$ cat src/hw/isl_pkg.sv
// shared types and constants for the i2c target engine
package isl_pkg;

    // bit counts within one byte on the wire
    localparam int unsigned BYTE_BITS    = 8;
    localparam logic [3:0]  BYTE_LAST    = 4'h8;
    localparam logic [3:0]  TX_LAST_FALL = 4'h7;

    // field positions inside an address byte
    localparam int unsigned RW_POS       = 0;
    localparam int unsigned ADDR_MSB     = 7;
    localparam int unsigned ADDR_LSB     = 1;

    // reset values
    localparam logic        CLOCK_RELEASE_RESET = 1'b1;
    localparam logic [7:0]  OWN_ADDRESS_RESET   = 8'h00;
    localparam logic [7:0]  BUFFER_RESET        = 8'h00;

    // line levels that the open-drain pins drive when enabled
    localparam logic        LINE_DRIVE_LOW      = 1'b0;

    // acknowledge encoding on sda
    localparam logic        ACK_LEVEL           = 1'b0;

    typedef enum logic [2:0] {
        ST_IDLE,
        ST_RX,
        ST_ACK,
        ST_TX,
        ST_TXACK
    } isl_state_t;

    // configuration levels from firmware
    typedef struct packed {
        logic enable;
        logic tenBit;
        logic addressHoldEnable;
        logic dataHoldEnable;
        logic stretchEnableBit;
        logic startIrqEnable;
        logic stopIrqEnable;
        logic targetCollisionDetectEnable;
        logic ackValueSelect;
    } isl_cfg_t;

    // status seen by firmware
    typedef struct packed {
        logic serialPortIrqFlag;
        logic clockReleaseControl;
        logic ackTimeStatus;
        logic bufferFullFlag;
        logic readWrite;
        logic dataAddress;
        logic startSeen;
        logic stopSeen;
        logic updateAddressFlag;
        logic ackReceivedStatus;
        logic busCollisionFlag;
    } isl_status_t;

endpackage : isl_pkg

$ cat src/hw/isl_line_sync.sv
// scl/sda synchronisers with edge, start and stop detection
`timescale 1ns/100ps
module isl_line_sync (
    // clock and reset
    input  wire logic mclk,
    input  wire logic nrst,
    // raw bus lines
    input  wire logic sclIn,
    input  wire logic sdaIn,
    // sampled levels and events
    output logic      sclLevel,
    output logic      sdaLevel,
    output logic      sclRise,
    output logic      sclFall,
    output logic      startEvent,
    output logic      stopEvent
);
    logic [1:0] stage1;
    logic [1:0] stage2;
    logic [1:0] prev;
    logic [1:0] raw;

    assign raw = {sclIn, sdaIn};

    // idle bus is high, so sync chains reset high to avoid a false start
    for (genvar i = 0; i < 2; i++) begin : g_sync
        always_ff @(posedge mclk) begin
            if (!nrst) begin
                stage1[i] <= 1'b1;
                stage2[i] <= 1'b1;
                prev[i]   <= 1'b1;
            end else begin
                stage1[i] <= raw[i];
                stage2[i] <= stage1[i];
                prev[i]   <= stage2[i];
            end
        end
    end

    assign sclLevel   = stage2[1];
    assign sdaLevel   = stage2[0];
    assign sclRise    = stage2[1] & ~prev[1];
    assign sclFall    = ~stage2[1] & prev[1];
    assign startEvent = stage2[1] & prev[1] & ~stage2[0] & prev[0];
    assign stopEvent  = stage2[1] & prev[1] & stage2[0] & ~prev[0];

endmodule : isl_line_sync

$ cat src/hw/isl_shifter.sv
// shared receive/transmit shift register
`timescale 1ns/100ps
module isl_shifter #(
    parameter int unsigned WIDTH = 8
) (
    // clock and reset
    input  wire logic             mclk,
    input  wire logic             nrst,
    // control
    input  wire logic             load,
    input  wire logic [WIDTH-1:0] loadData,
    input  wire logic             shift,
    input  wire logic             shiftIn,
    // contents
    output logic      [WIDTH-1:0] data,
    output logic                  msb
);
    // a load beats a shift: firmware only loads while scl is held low
    always_ff @(posedge mclk) begin
        if (!nrst) begin
            data <= '0;
        end else if (load) begin
            data <= loadData;
        end else if (shift) begin
            data <= {data[WIDTH-2:0], shiftIn};
        end
    end

    assign msb = data[WIDTH-1];

endmodule : isl_shifter

$ cat src/hw/isl_engine.sv
// i2c target receive/transmit engine with clock stretching
`timescale 1ns/100ps
module isl_engine
    import isl_pkg::*;
#(
    parameter int unsigned WIDTH = BYTE_BITS
) (
    // clock and reset
    input  wire logic             mclk,
    input  wire logic             nrst,
    // bus pins, open drain
    input  wire logic             sclIn,
    output logic                  sclOut,
    output logic                  sclOe,
    input  wire logic             sdaIn,
    output logic                  sdaOut,
    output logic                  sdaOe,
    // firmware configuration levels
    input  wire isl_cfg_t         cfg,
    // firmware strobes, one cycle each
    input  wire logic             irqFlagClear,
    input  wire logic             collisionFlagClear,
    input  wire logic             clockReleaseSet,
    input  wire logic             bufferRead,
    input  wire logic             bufferWrite,
    input  wire logic [WIDTH-1:0] bufferWriteData,
    input  wire logic             ownAddressWrite,
    input  wire logic [WIDTH-1:0] ownAddressWriteData,
    // firmware visible state
    output logic      [WIDTH-1:0] shiftBuffer,
    output logic      [WIDTH-1:0] ownAddressReg,
    output isl_status_t           status
);
    isl_state_t       state;
    logic [3:0]       bitCnt;
    logic             isAddr;
    logic             tenLow;
    logic             tenMatched;
    logic             ackHold;
    logic             ackIsRead;
    logic             ackIsHigh;
    logic             ackIsLow;
    logic             run;

    logic             sclLevel;
    logic             sdaLevel;
    logic             sclRise;
    logic             sclFall;
    logic             startEvent;
    logic             stopEvent;
    logic [WIDTH-1:0] shData;
    logic             shMsb;

    logic             rxDone;
    logic             ackDone;
    logic             txDone;
    logic             txAckDone;
    logic             collision;
    logic             rw;
    logic             addrMatch;
    logic             readMatch;
    logic             highWrite;
    logic             lowMiss;
    logic             ackBit;
    logic             holdNow;

    assign run = cfg.enable;

    isl_line_sync u_sync (
        .mclk       (mclk),
        .nrst       (nrst),
        .sclIn      (sclIn),
        .sdaIn      (sdaIn),
        .sclLevel   (sclLevel),
        .sdaLevel   (sdaLevel),
        .sclRise    (sclRise),
        .sclFall    (sclFall),
        .startEvent (startEvent),
        .stopEvent  (stopEvent)
    );

    isl_shifter #(.WIDTH(WIDTH)) u_shift (
        .mclk     (mclk),
        .nrst     (nrst),
        .load     (bufferWrite && state == ST_TX),
        .loadData (bufferWriteData),
        .shift    ((state == ST_RX && sclRise) || (state == ST_TX && sclFall && !txDone)),
        .shiftIn  (sdaLevel),
        .data     (shData),
        .msb      (shMsb)
    );

    // byte boundary events
    assign rxDone    = run && state == ST_RX && sclFall && bitCnt == BYTE_LAST;
    assign ackDone   = run && state == ST_ACK && sclFall;
    assign txDone    = run && state == ST_TX && sclFall && bitCnt == TX_LAST_FALL;
    assign txAckDone = run && state == ST_TXACK && sclFall;
    assign collision = run && cfg.targetCollisionDetectEnable && state == ST_TX
                       && sclRise && shMsb && !sdaLevel;

    // address decode on the just received byte
    always_comb begin
        rw        = shData[RW_POS];
        addrMatch = shData[ADDR_MSB:ADDR_LSB] == ownAddressReg[ADDR_MSB:ADDR_LSB];
        readMatch = 1'b0;
        highWrite = 1'b0;
        lowMiss   = 1'b0;
        if (cfg.tenBit && tenLow) begin
            addrMatch = shData == ownAddressReg;
            lowMiss   = !addrMatch;
        end else if (cfg.tenBit) begin
            readMatch = addrMatch && rw && tenMatched;
            highWrite = addrMatch && !rw;
            addrMatch = readMatch || highWrite;
        end else begin
            readMatch = addrMatch && rw;
        end
    end

    // hold decided at the eighth fall of a byte that will be answered
    assign holdNow = isAddr ? (cfg.addressHoldEnable && addrMatch && !lowMiss)
                            : cfg.dataHoldEnable;

    // firmware's choice only counts when the byte was held for it
    assign ackBit = ackHold ? cfg.ackValueSelect : ACK_LEVEL;

    // byte sequencing
    always_ff @(posedge mclk) begin
        if (!nrst || !run) begin
            state  <= ST_IDLE;
            bitCnt <= '0;
        end else if (stopEvent || collision) begin
            state  <= ST_IDLE;
            bitCnt <= '0;
        end else if (startEvent) begin
            state  <= ST_RX;
            bitCnt <= '0;
        end else begin
            case (state)
                ST_IDLE: begin
                    bitCnt <= '0;
                end
                ST_RX: begin
                    if (rxDone) begin
                        state  <= (isAddr && !addrMatch) ? ST_IDLE : ST_ACK;
                        bitCnt <= '0;
                    end else if (sclRise) begin
                        bitCnt <= bitCnt + 4'h1;
                    end
                end
                ST_ACK: begin
                    if (ackDone) begin
                        if (ackBit != ACK_LEVEL) begin
                            state <= ST_IDLE;
                        end else begin
                            state <= ackIsRead ? ST_TX : ST_RX;
                        end
                    end
                end
                ST_TX: begin
                    if (txDone) begin
                        state  <= ST_TXACK;
                        bitCnt <= '0;
                    end else if (sclFall) begin
                        bitCnt <= bitCnt + 4'h1;
                    end
                end
                ST_TXACK: begin
                    if (txAckDone) begin
                        state <= status.ackReceivedStatus == ACK_LEVEL ? ST_TX : ST_IDLE;
                    end
                end
                default: begin
                    state  <= ST_IDLE;
                    bitCnt <= '0;
                end
            endcase
        end
    end

    // address phase tracking, restart keeps a completed 10-bit match
    always_ff @(posedge mclk) begin
        if (!nrst || !run || stopEvent) begin
            isAddr     <= 1'b1;
            tenLow     <= 1'b0;
            tenMatched <= 1'b0;
        end else if (startEvent) begin
            isAddr <= 1'b1;
            tenLow <= 1'b0;
        end else if (rxDone && isAddr) begin
            if (cfg.tenBit && highWrite) begin
                tenLow <= 1'b1;
            end else begin
                isAddr     <= 1'b0;
                tenLow     <= 1'b0;
                tenMatched <= tenLow && addrMatch ? 1'b1 : tenMatched;
            end
        end
    end

    // what the pending acknowledge slot belongs to
    always_ff @(posedge mclk) begin
        if (!nrst || !run) begin
            ackHold   <= 1'b0;
            ackIsRead <= 1'b0;
            ackIsHigh <= 1'b0;
            ackIsLow  <= 1'b0;
        end else if (rxDone) begin
            ackHold   <= holdNow;
            ackIsRead <= isAddr && readMatch;
            ackIsHigh <= isAddr && cfg.tenBit && highWrite;
            ackIsLow  <= isAddr && tenLow;
        end
    end

    // own address; its write also lifts the update address hold
    always_ff @(posedge mclk) begin
        if (!nrst) begin
            ownAddressReg <= OWN_ADDRESS_RESET;
        end else if (ownAddressWrite) begin
            ownAddressReg <= ownAddressWriteData;
        end
    end

    // receive buffer and transmit data register
    always_ff @(posedge mclk) begin
        if (!nrst || !run) begin
            shiftBuffer <= BUFFER_RESET;
        end else if (bufferWrite) begin
            shiftBuffer <= bufferWriteData;
        end else if (rxDone && (!isAddr || addrMatch)) begin
            shiftBuffer <= shData;
        end
    end

    // buffer full: a new byte wins over a read in the same cycle
    always_ff @(posedge mclk) begin
        if (!nrst || !run) begin
            status.bufferFullFlag <= 1'b0;
        end else if ((rxDone && (!isAddr || addrMatch)) || bufferWrite) begin
            status.bufferFullFlag <= 1'b1;
        end else if (bufferRead) begin
            status.bufferFullFlag <= 1'b0;
        end
    end

    // interrupt flag: every hardware set wins over the firmware clear
    always_ff @(posedge mclk) begin
        if (!nrst || !run) begin
            status.serialPortIrqFlag <= 1'b0;
        end else if ((startEvent && cfg.startIrqEnable)
                     || (stopEvent && cfg.stopIrqEnable)
                     || (rxDone && isAddr && addrMatch && holdNow)
                     || (rxDone && !isAddr && holdNow)
                     || (rxDone && lowMiss)
                     || (ackDone && ackBit == ACK_LEVEL)
                     || txAckDone) begin
            status.serialPortIrqFlag <= 1'b1;
        end else if (irqFlagClear) begin
            status.serialPortIrqFlag <= 1'b0;
        end
    end

    // clock release: a hardware stretch request wins over a set in that cycle
    always_ff @(posedge mclk) begin
        if (!nrst || !run) begin
            status.clockReleaseControl <= CLOCK_RELEASE_RESET;
        end else if ((rxDone && holdNow && !lowMiss)
                     || (ackDone && ackBit == ACK_LEVEL
                         && (ackIsRead
                             || (cfg.stretchEnableBit && !ackIsHigh && !ackIsLow)))
                     || (txAckDone && status.ackReceivedStatus == ACK_LEVEL)) begin
            status.clockReleaseControl <= 1'b0;
        end else if (clockReleaseSet) begin
            status.clockReleaseControl <= 1'b1;
        end
    end

    // update address: set after a 10-bit address byte, cleared by an own address write
    always_ff @(posedge mclk) begin
        if (!nrst || !run) begin
            status.updateAddressFlag <= 1'b0;
        end else if ((ackDone && (ackIsHigh || ackIsLow) && ackBit == ACK_LEVEL)
                     || (rxDone && lowMiss)) begin
            status.updateAddressFlag <= 1'b1;
        end else if (ownAddressWrite) begin
            status.updateAddressFlag <= 1'b0;
        end
    end

    // ack time marks the span from the eighth to the ninth fall
    always_ff @(posedge mclk) begin
        if (!nrst || !run || ackDone || startEvent || stopEvent) begin
            status.ackTimeStatus <= 1'b0;
        end else if (rxDone && (!isAddr || addrMatch)) begin
            status.ackTimeStatus <= 1'b1;
        end
    end

    // transfer direction and byte type
    always_ff @(posedge mclk) begin
        if (!nrst || !run) begin
            status.readWrite   <= 1'b0;
            status.dataAddress <= 1'b0;
        end else if (rxDone && isAddr && addrMatch) begin
            status.readWrite   <= rw;
            status.dataAddress <= 1'b0;
        end else if (rxDone || txDone) begin
            status.dataAddress <= 1'b1;
        end
    end

    // start and stop seen
    always_ff @(posedge mclk) begin
        if (!nrst || !run) begin
            status.startSeen <= 1'b0;
            status.stopSeen  <= 1'b0;
        end else if (startEvent) begin
            status.startSeen <= 1'b1;
            status.stopSeen  <= 1'b0;
        end else if (stopEvent) begin
            status.startSeen <= 1'b0;
            status.stopSeen  <= 1'b1;
        end
    end

    // controller acknowledge latched at the ninth rise
    always_ff @(posedge mclk) begin
        if (!nrst || !run) begin
            status.ackReceivedStatus <= 1'b0;
        end else if (state == ST_TXACK && sclRise) begin
            status.ackReceivedStatus <= sdaLevel;
        end
    end

    // collision flag: detection wins over the firmware clear
    always_ff @(posedge mclk) begin
        if (!nrst || !run) begin
            status.busCollisionFlag <= 1'b0;
        end else if (collision) begin
            status.busCollisionFlag <= 1'b1;
        end else if (collisionFlagClear) begin
            status.busCollisionFlag <= 1'b0;
        end
    end

    // scl hold only grabs a line already low, so the controller's high time is kept
    always_ff @(posedge mclk) begin
        if (!nrst || !run) begin
            sclOe <= 1'b0;
        end else if (status.clockReleaseControl && !status.updateAddressFlag) begin
            sclOe <= 1'b0;
        end else if (!sclLevel) begin
            sclOe <= 1'b1;
        end
    end

    // sda drive: ack slot, or transmit bit while in a transmit byte
    always_ff @(posedge mclk) begin
        if (!nrst || !run) begin
            sdaOe <= 1'b0;
        end else begin
            case (state)
                ST_ACK:  sdaOe <= ackBit == ACK_LEVEL && status.clockReleaseControl;
                ST_TX:   sdaOe <= !shMsb && !txDone && !collision;
                default: sdaOe <= 1'b0;
            endcase
        end
    end

    // pins only ever pull low
    always_ff @(posedge mclk) begin
        sclOut <= LINE_DRIVE_LOW;
        sdaOut <= LINE_DRIVE_LOW;
    end

endmodule : isl_engine

$ cat config.mk
export PLATFORM = sky130hd
export DESIGN_NAME = isl_engine
export DESIGN_NICKNAME = d
export VERILOG_FILES = /design/src/hw/isl_pkg.sv /design/src/hw/isl_line_sync.sv /design/src/hw/isl_shifter.sv /design/src/hw/isl_engine.sv
export SDC_FILE = /design/constraint.sdc
export NUM_CORES = 1
export LEC_CHECK = 0
export BUFFER_PORTS_ARGS = -buffer_cell sky130_fd_sc_hd__buf_2
export CAP_MARGIN = 10
export CORE_MARGIN = 3
export CORE_UTILIZATION = 60
export CTS_BUF_LIST = sky130_fd_sc_hd__clkbuf_8
export CTS_CLUSTER_DIAMETER = 30
export DETAILED_ROUTE_END_ITERATION = 7
export PLACE_DENSITY = 0.94
export SYNTH_ARGS = -nofsm -noshare
export SYNTH_HDL_FRONTEND = slang
export SYNTH_HIERARCHICAL = 1
export SYNTH_SLANG_ARGS = --single-unit
$ cat constraint.sdc
create_clock -name mclk -period 5 [get_ports mclk]
set_clock_uncertainty 0.2 [all_clocks]
set_input_delay 0.25 -clock mclk [delete_from_list [all_inputs] [get_ports mclk]]
set_output_delay 0.25 -clock mclk [all_outputs]
set_load 0.005 [all_outputs]
; ---- Word level (Yosys, flattened, before mapping)
; Index checks and enable logic that the tools add are counted.
[word_totals]
regBits = 57
input_bits = 35
out_inout_bits = 31
[classes]
add_sub_neg = 1
eq_ne = 19
muxes = 42
bitwise = 17
reduce_logical = 112
[op_table]
columns = cell, count
row1 = 1-bit logical AND, 55
row2 = 8-bit two-way mux, 4
row3 = 1-bit logical OR, 22
row4 = 1-bit two-way mux, 21
row5 = 3-bit != test (second input constant), 6
row6 = 4-bit two-way mux, 4
row7 = 2-bit nonzero test, 8
row8 = 3-bit case mux with 5 select lines, 1
row9 = 1-bit zero test, 14
row10 = 2-bit two-way mux, 6
row11 = 3-bit two-way mux, 4
row12 = 4-bit case mux with 3 select lines, 1
row13 = 2-bit OR reduction, 6
row14 = 2-bit != test (second input constant), 5
row15 = 1-bit NOT, 10
row16 = 5-bit AND reduction, 2
row17 = 8-bit == test, 1
row18 = 1-bit bitwise AND, 7
row19 = 7-bit == test, 1
row20 = 3-bit by 2-bit == test with 1-bit output (second input constant), 2
row21 = 4-bit by 1-bit adder with 4-bit output (second input constant), 1
row22 = 4-bit by 3-bit == test with 1-bit output (second input constant), 1
row23 = 4-bit == test (second input constant), 1
row24 = 4-bit AND reduction, 1
row25 = other kinds (7), 7

; ---- Longest topological paths before layout
[depth]
ltp_word = 16
mapped_depth = 7

; ---- By module
; The synthesis kept the hierarchy.
[modules_own_cells]
columns = module, instances, cells_per_inst, area_each_um2
row1 = isl_engine, 1, 260, 2208.4
row2 = isl_shifter, 1, 36, 447.9
row3 = isl_line_sync, 1, 16, 190.2

; ---- Worst setup path after synthesis
; No wires, ideal clock.
[synth_timing]
path_kind = reg-to-reg
start = register state[2]
end = register status[6] (netlist bit)
arrival_time_ns = 1.707
slack_ns = 2.965
path_stages_with_launch = 6
n_path_buf = 0
period_less_slack_ns = 2.035
cell_sequence = dfxtp_1 > or3b_4 > or4_4 > nor4_4 > mux2i_1 > nor2_1
[synth_between]
elab_chain_cells = 6
[synth_rtl]
columns = item, line_no
row1 = "start, declared", isl_engine.sv:34  ; isl_state_t state;
row2 = "start signal, assigned", isl_engine.sv:145  ; state <= (isAddr && !addrMatch) ? ST_IDLE : ST_ACK;
row3 = "start signal, assigned", isl_engine.sv:156  ; state <= ackIsRead ? ST_TX : ST_RX;
row4 = "start signal, assigned", isl_engine.sv:170  ; state <= status.ackReceivedStatus == ACK_LEVEL ? ST_TX : ST_IDLE;
row5 = 3-bit by 1-bit == test with 1-bit output, isl_engine.sv:94  ; assign rxDone = run && state == ST_RX && sclFall && bitCnt == BYTE_LAST;
row6 = 1-bit logical AND (3 in a row), isl_engine.sv:94
row7 = 1-bit logical AND (2 in a row), isl_engine.sv:305  ; end else if (rxDone && isAddr && addrMatch) begin
row8 = "end, declared", isl_engine.sv:32  ; output isl_status_t status
; No other way between the ends.
; A chain may end at the register's enable or synchronous reset.

; ---- Worst setup path in the final report
[layout_timing]
start = register state[0]
end = register shiftBuffer[1]
[layout_between]
elab_chain_cells = 6
[layout_rtl]
columns = item, line_no
row1 = 3-bit by 1-bit == test with 1-bit output, isl_engine.sv:94
row2 = 1-bit logical AND (3 in a row), isl_engine.sv:94
row3 = 1-bit logical AND, isl_engine.sv:231  ; end else if (rxDone && (!isAddr || addrMatch)) begin
row4 = 2-bit nonzero test (no line), -
row5 = "end signal, assigned", isl_engine.sv:230  ; shiftBuffer <= bufferWriteData;
row6 = "end signal, assigned", isl_engine.sv:232  ; shiftBuffer <= shData;
row7 = "end, declared", isl_engine.sv:30  ; output logic [WIDTH-1:0] shiftBuffer,
; No other way between the ends.

==> results.toml <==
[floorplan]
rows = 24
ioPinCount = 66
start_util_pct = 63.6
die_width_um = 74.9
die_y_um = 74.9
die-area_um2 = 5610
core_um2 = 4470

[timing]
period_minus_slack_ps = 2760
report.final.slew_viol_count = 0
max_freq_ghz = 0.362
slew_headroom_pct = 29.4
timing.final.crit_share_pct = 55.2
holdWs_ps = 24.9
fin_tns_setup_ps = 0
worstMarginPinSlew_ps = 1050
hold_viol_final = 0
setup_violations = 0
grt_setup_unrepaired = "no"

[global_route]
grt_pass1_wl_mm = 11.6
grt.overflow.total = 0
grt_max_degree = 25
grt_pass1_vias = 2483
grt_usage_pct = 27.8
antenna_found_initial = 0

[critical_path]
crit_cells = 4
cp-start-kind = "register"
worstReg2RegEnd = "shiftBuffer[1]"
rr_worst_depth = 4
required_ps = 5000
rr_startpoint = "state[0]"
critical_path.top_delay_family = "simple AND/OR/NAND/NOR gates"
worst-setup-path-type = "register to register"
cp.arrival_ps = 2760
crit_chain = "or3b_4 > nor3_2 > and2_1 > a211oi_1"
crit_end = "shiftBuffer[1]"
worstPathMaxFanout = 18
cpPeakStageDelay_ps = 860
crit_buf_inv = 0
rrSetupSlack_ps = 2240
end_kind = "register"
startpoint = "state[0]"
slowest_stage = "nor3_2"

[finish]
drive_gt1_share_pct = 24.1
nNetsFinal = 419
diodes = 0
final_common_cell = "buf_2"
fin_cells = 438
synthToLayoutAreaGrowth_pct = 22.0
final_cell_mix = "buf_2, dfxtp_1, nor2_1, a21oi_1, a211oi_1"

[route]
drt_wl_total_mm = 7.32
routedWlPerCell_um = 16.7
drc = 0
vias = 2659
vias_per_cell = 6.07
ant_nets = 0
dr.pass1.iters = 6
drt-initial-drc-count = 239

[clock_tree]
cts_tree = "built"
cts.sinks = 57
cts_root_buf = "clkbuf_8"
cts_max_level = 3
cts_max_path_buffers = 2
clock_latency_ps = 330
post_cts_buffers = 0
path_clk_slew_ps = 70
hold_buffers = 12
numCtsBuffers = 9
cts_resized = 0

[logic_synthesis]
synth_top_flop_cell = "dfxtp_1"
ys_seq_area_share_pct = 40.1
mappedNetlistArea_um2 = 2850
syn_inst = 312
synthArstFlopShare_pct = 0
yosys_warnings = 6
synth_seq_cells = 57
avgSynthCellArea_um2 = 9.12
synth-edff-count = 0
synth.distinct_cells = 52

[worst_hold_path]
min-delay-start = "ownAddressWriteData[5]"
hp-class = "input pin to register"

[place]
port_buffers = 63
dp_hpwl_mm = 4.94
dp.cells = 411
place_congestion = 0.870

[power_and_ir_drop]
power.density_nw_per_um2 = 293
leakagePower_nw = 1.53
ir_drop_mv = 0.243

[outcome]
outcome = "complete, no violations"

[run]
max_cap_viol_count = 0
synth_stat cells (3+ instances only):
cell | count | area share (%)
dfxtp_1 | 57 | 40
nor2_1 | 24 | 3.2
a21oi_1 | 21 | 3.7
a211oi_1 | 19 | 5.0
o21ai_0 | 17 | 3.0
nand2_1 | 15 | 2.0
inv_1 | 12 | 1.6
nand2b_1 | 11 | 2.4
nor2b_1 | 11 | 2.4
or2b_1 | 11 | 2.9
mux2i_1 | 10 | 3.5
mux2_4 | 8 | 4.2
nor3_1 | 8 | 1.4
o211a_1 | 8 | 2.8
clkbuf_1 | 7 | 0.92
xnor2_1 | 7 | 2.2
nand3_1 | 5 | 0.88
nor3b_1 | 5 | 1.3
buf_2 | 4 | 0.70
buf_4 | 4 | 1.1
a31oi_1 | 3 | 0.66
and4b_1 | 3 | 1.1
nand3b_1 | 3 | 0.79
o31ai_1 | 3 | 0.79
worst register-to-register path, stage by stage (launching register included):
cell	delay, ps
dfxtp_1	550
or3b_4	440
nor3_2	870
and2_1	430
a211oi_1	140
through the flow:
step                      util [%]  worst slack, ps  total power, W  area, µm²
final                         77.6             2240         0.00102       3470
after global routing          77.6             1990         0.00105       3470
after CTS                     77.6             2270         0.00102       3470
after detailed placement      70.2             2290        0.000556       3140
after global placement        70.2             2430        0.000553       3140
after floorplan                  -             2970        0.000525       2850
power by group:
part | total, W | internal, W | switching, W
clock | 0.000461 | 0.000281 | 0.000180
combinational | 0.0000846 | 0.0000391 | 0.0000455
sequential | 0.000471 | 0.000464 | 0.00000773
layer usage:
layer	up-vias	track usage, %	part of all wire (%)
met2	112	45.8	49
met4	0	14.0	2.0
met3	15	6.01	6.7
met1	1260	34.2	42
met5	-	0	0
li1	1272	-	-
sequential cells by signal, indices dropped and copies added, names as in the netlist:
register         cells
status              11
ownAddressReg        8
shiftBuffer          8
u_shift/data         8
bitCnt               4
state                3
u_sync/prev          2
u_sync/stage1        2
ackHold              1
ackIsHigh            1
ackIsLow             1
ackIsRead            1
isAddr               1
sclOe                1
sdaOe                1
tenLow               1
tenMatched           1
u_sync/sclLevel      1
u_sync/sdaLevel      1
logic make-up (layout without fill, tap and decap cells):
kind of cell | after synthesis | after routing | share of synthesized area (%)
buffers and inverters | 29 | 102 | 4.79
AO/OA/AOI/OAI | 87 | 87 | 21.0
XOR/XNOR | 8 | 8 | 2.46
flip-flops | 57 | 57 | 40.1
adder cells (fa/ha/maj) | 2 | 2 | 0.879
other | 1 | 2 | 0.132
AND/OR/NAND/NOR | 110 | 110 | 22.9
multiplexers | 18 | 18 | 7.74
area by class of cell:
type	count	area [µm²]
Tap cell	52	65.1
Timing Repair Buffer	75	435
Clock buffer	13	179
Inverter	12	45.0
Fill cell	298	1000
Multi-Input combinational cell	227	1570
Sequential cell	57	1140
Clock inverter	2	35.0
worst min-delay path by stage:
stage / endpoint / depth (start not counted) / slack (ps)
2_1_floorplan: u_sync/sclLevel / 1 / 120
3_3_place_gp: u_sync/sdaLevel / 1 / 190
3_5_place_dp: u_sync/sdaLevel / 1 / 200
4_1_cts: ownAddressReg[5] / 3 / 9
5_1_grt: status[10] / 3 / 50
6_report: ownAddressReg[5] / 3 / 20
No activity file was read; power rests on OpenSTA's default activity.
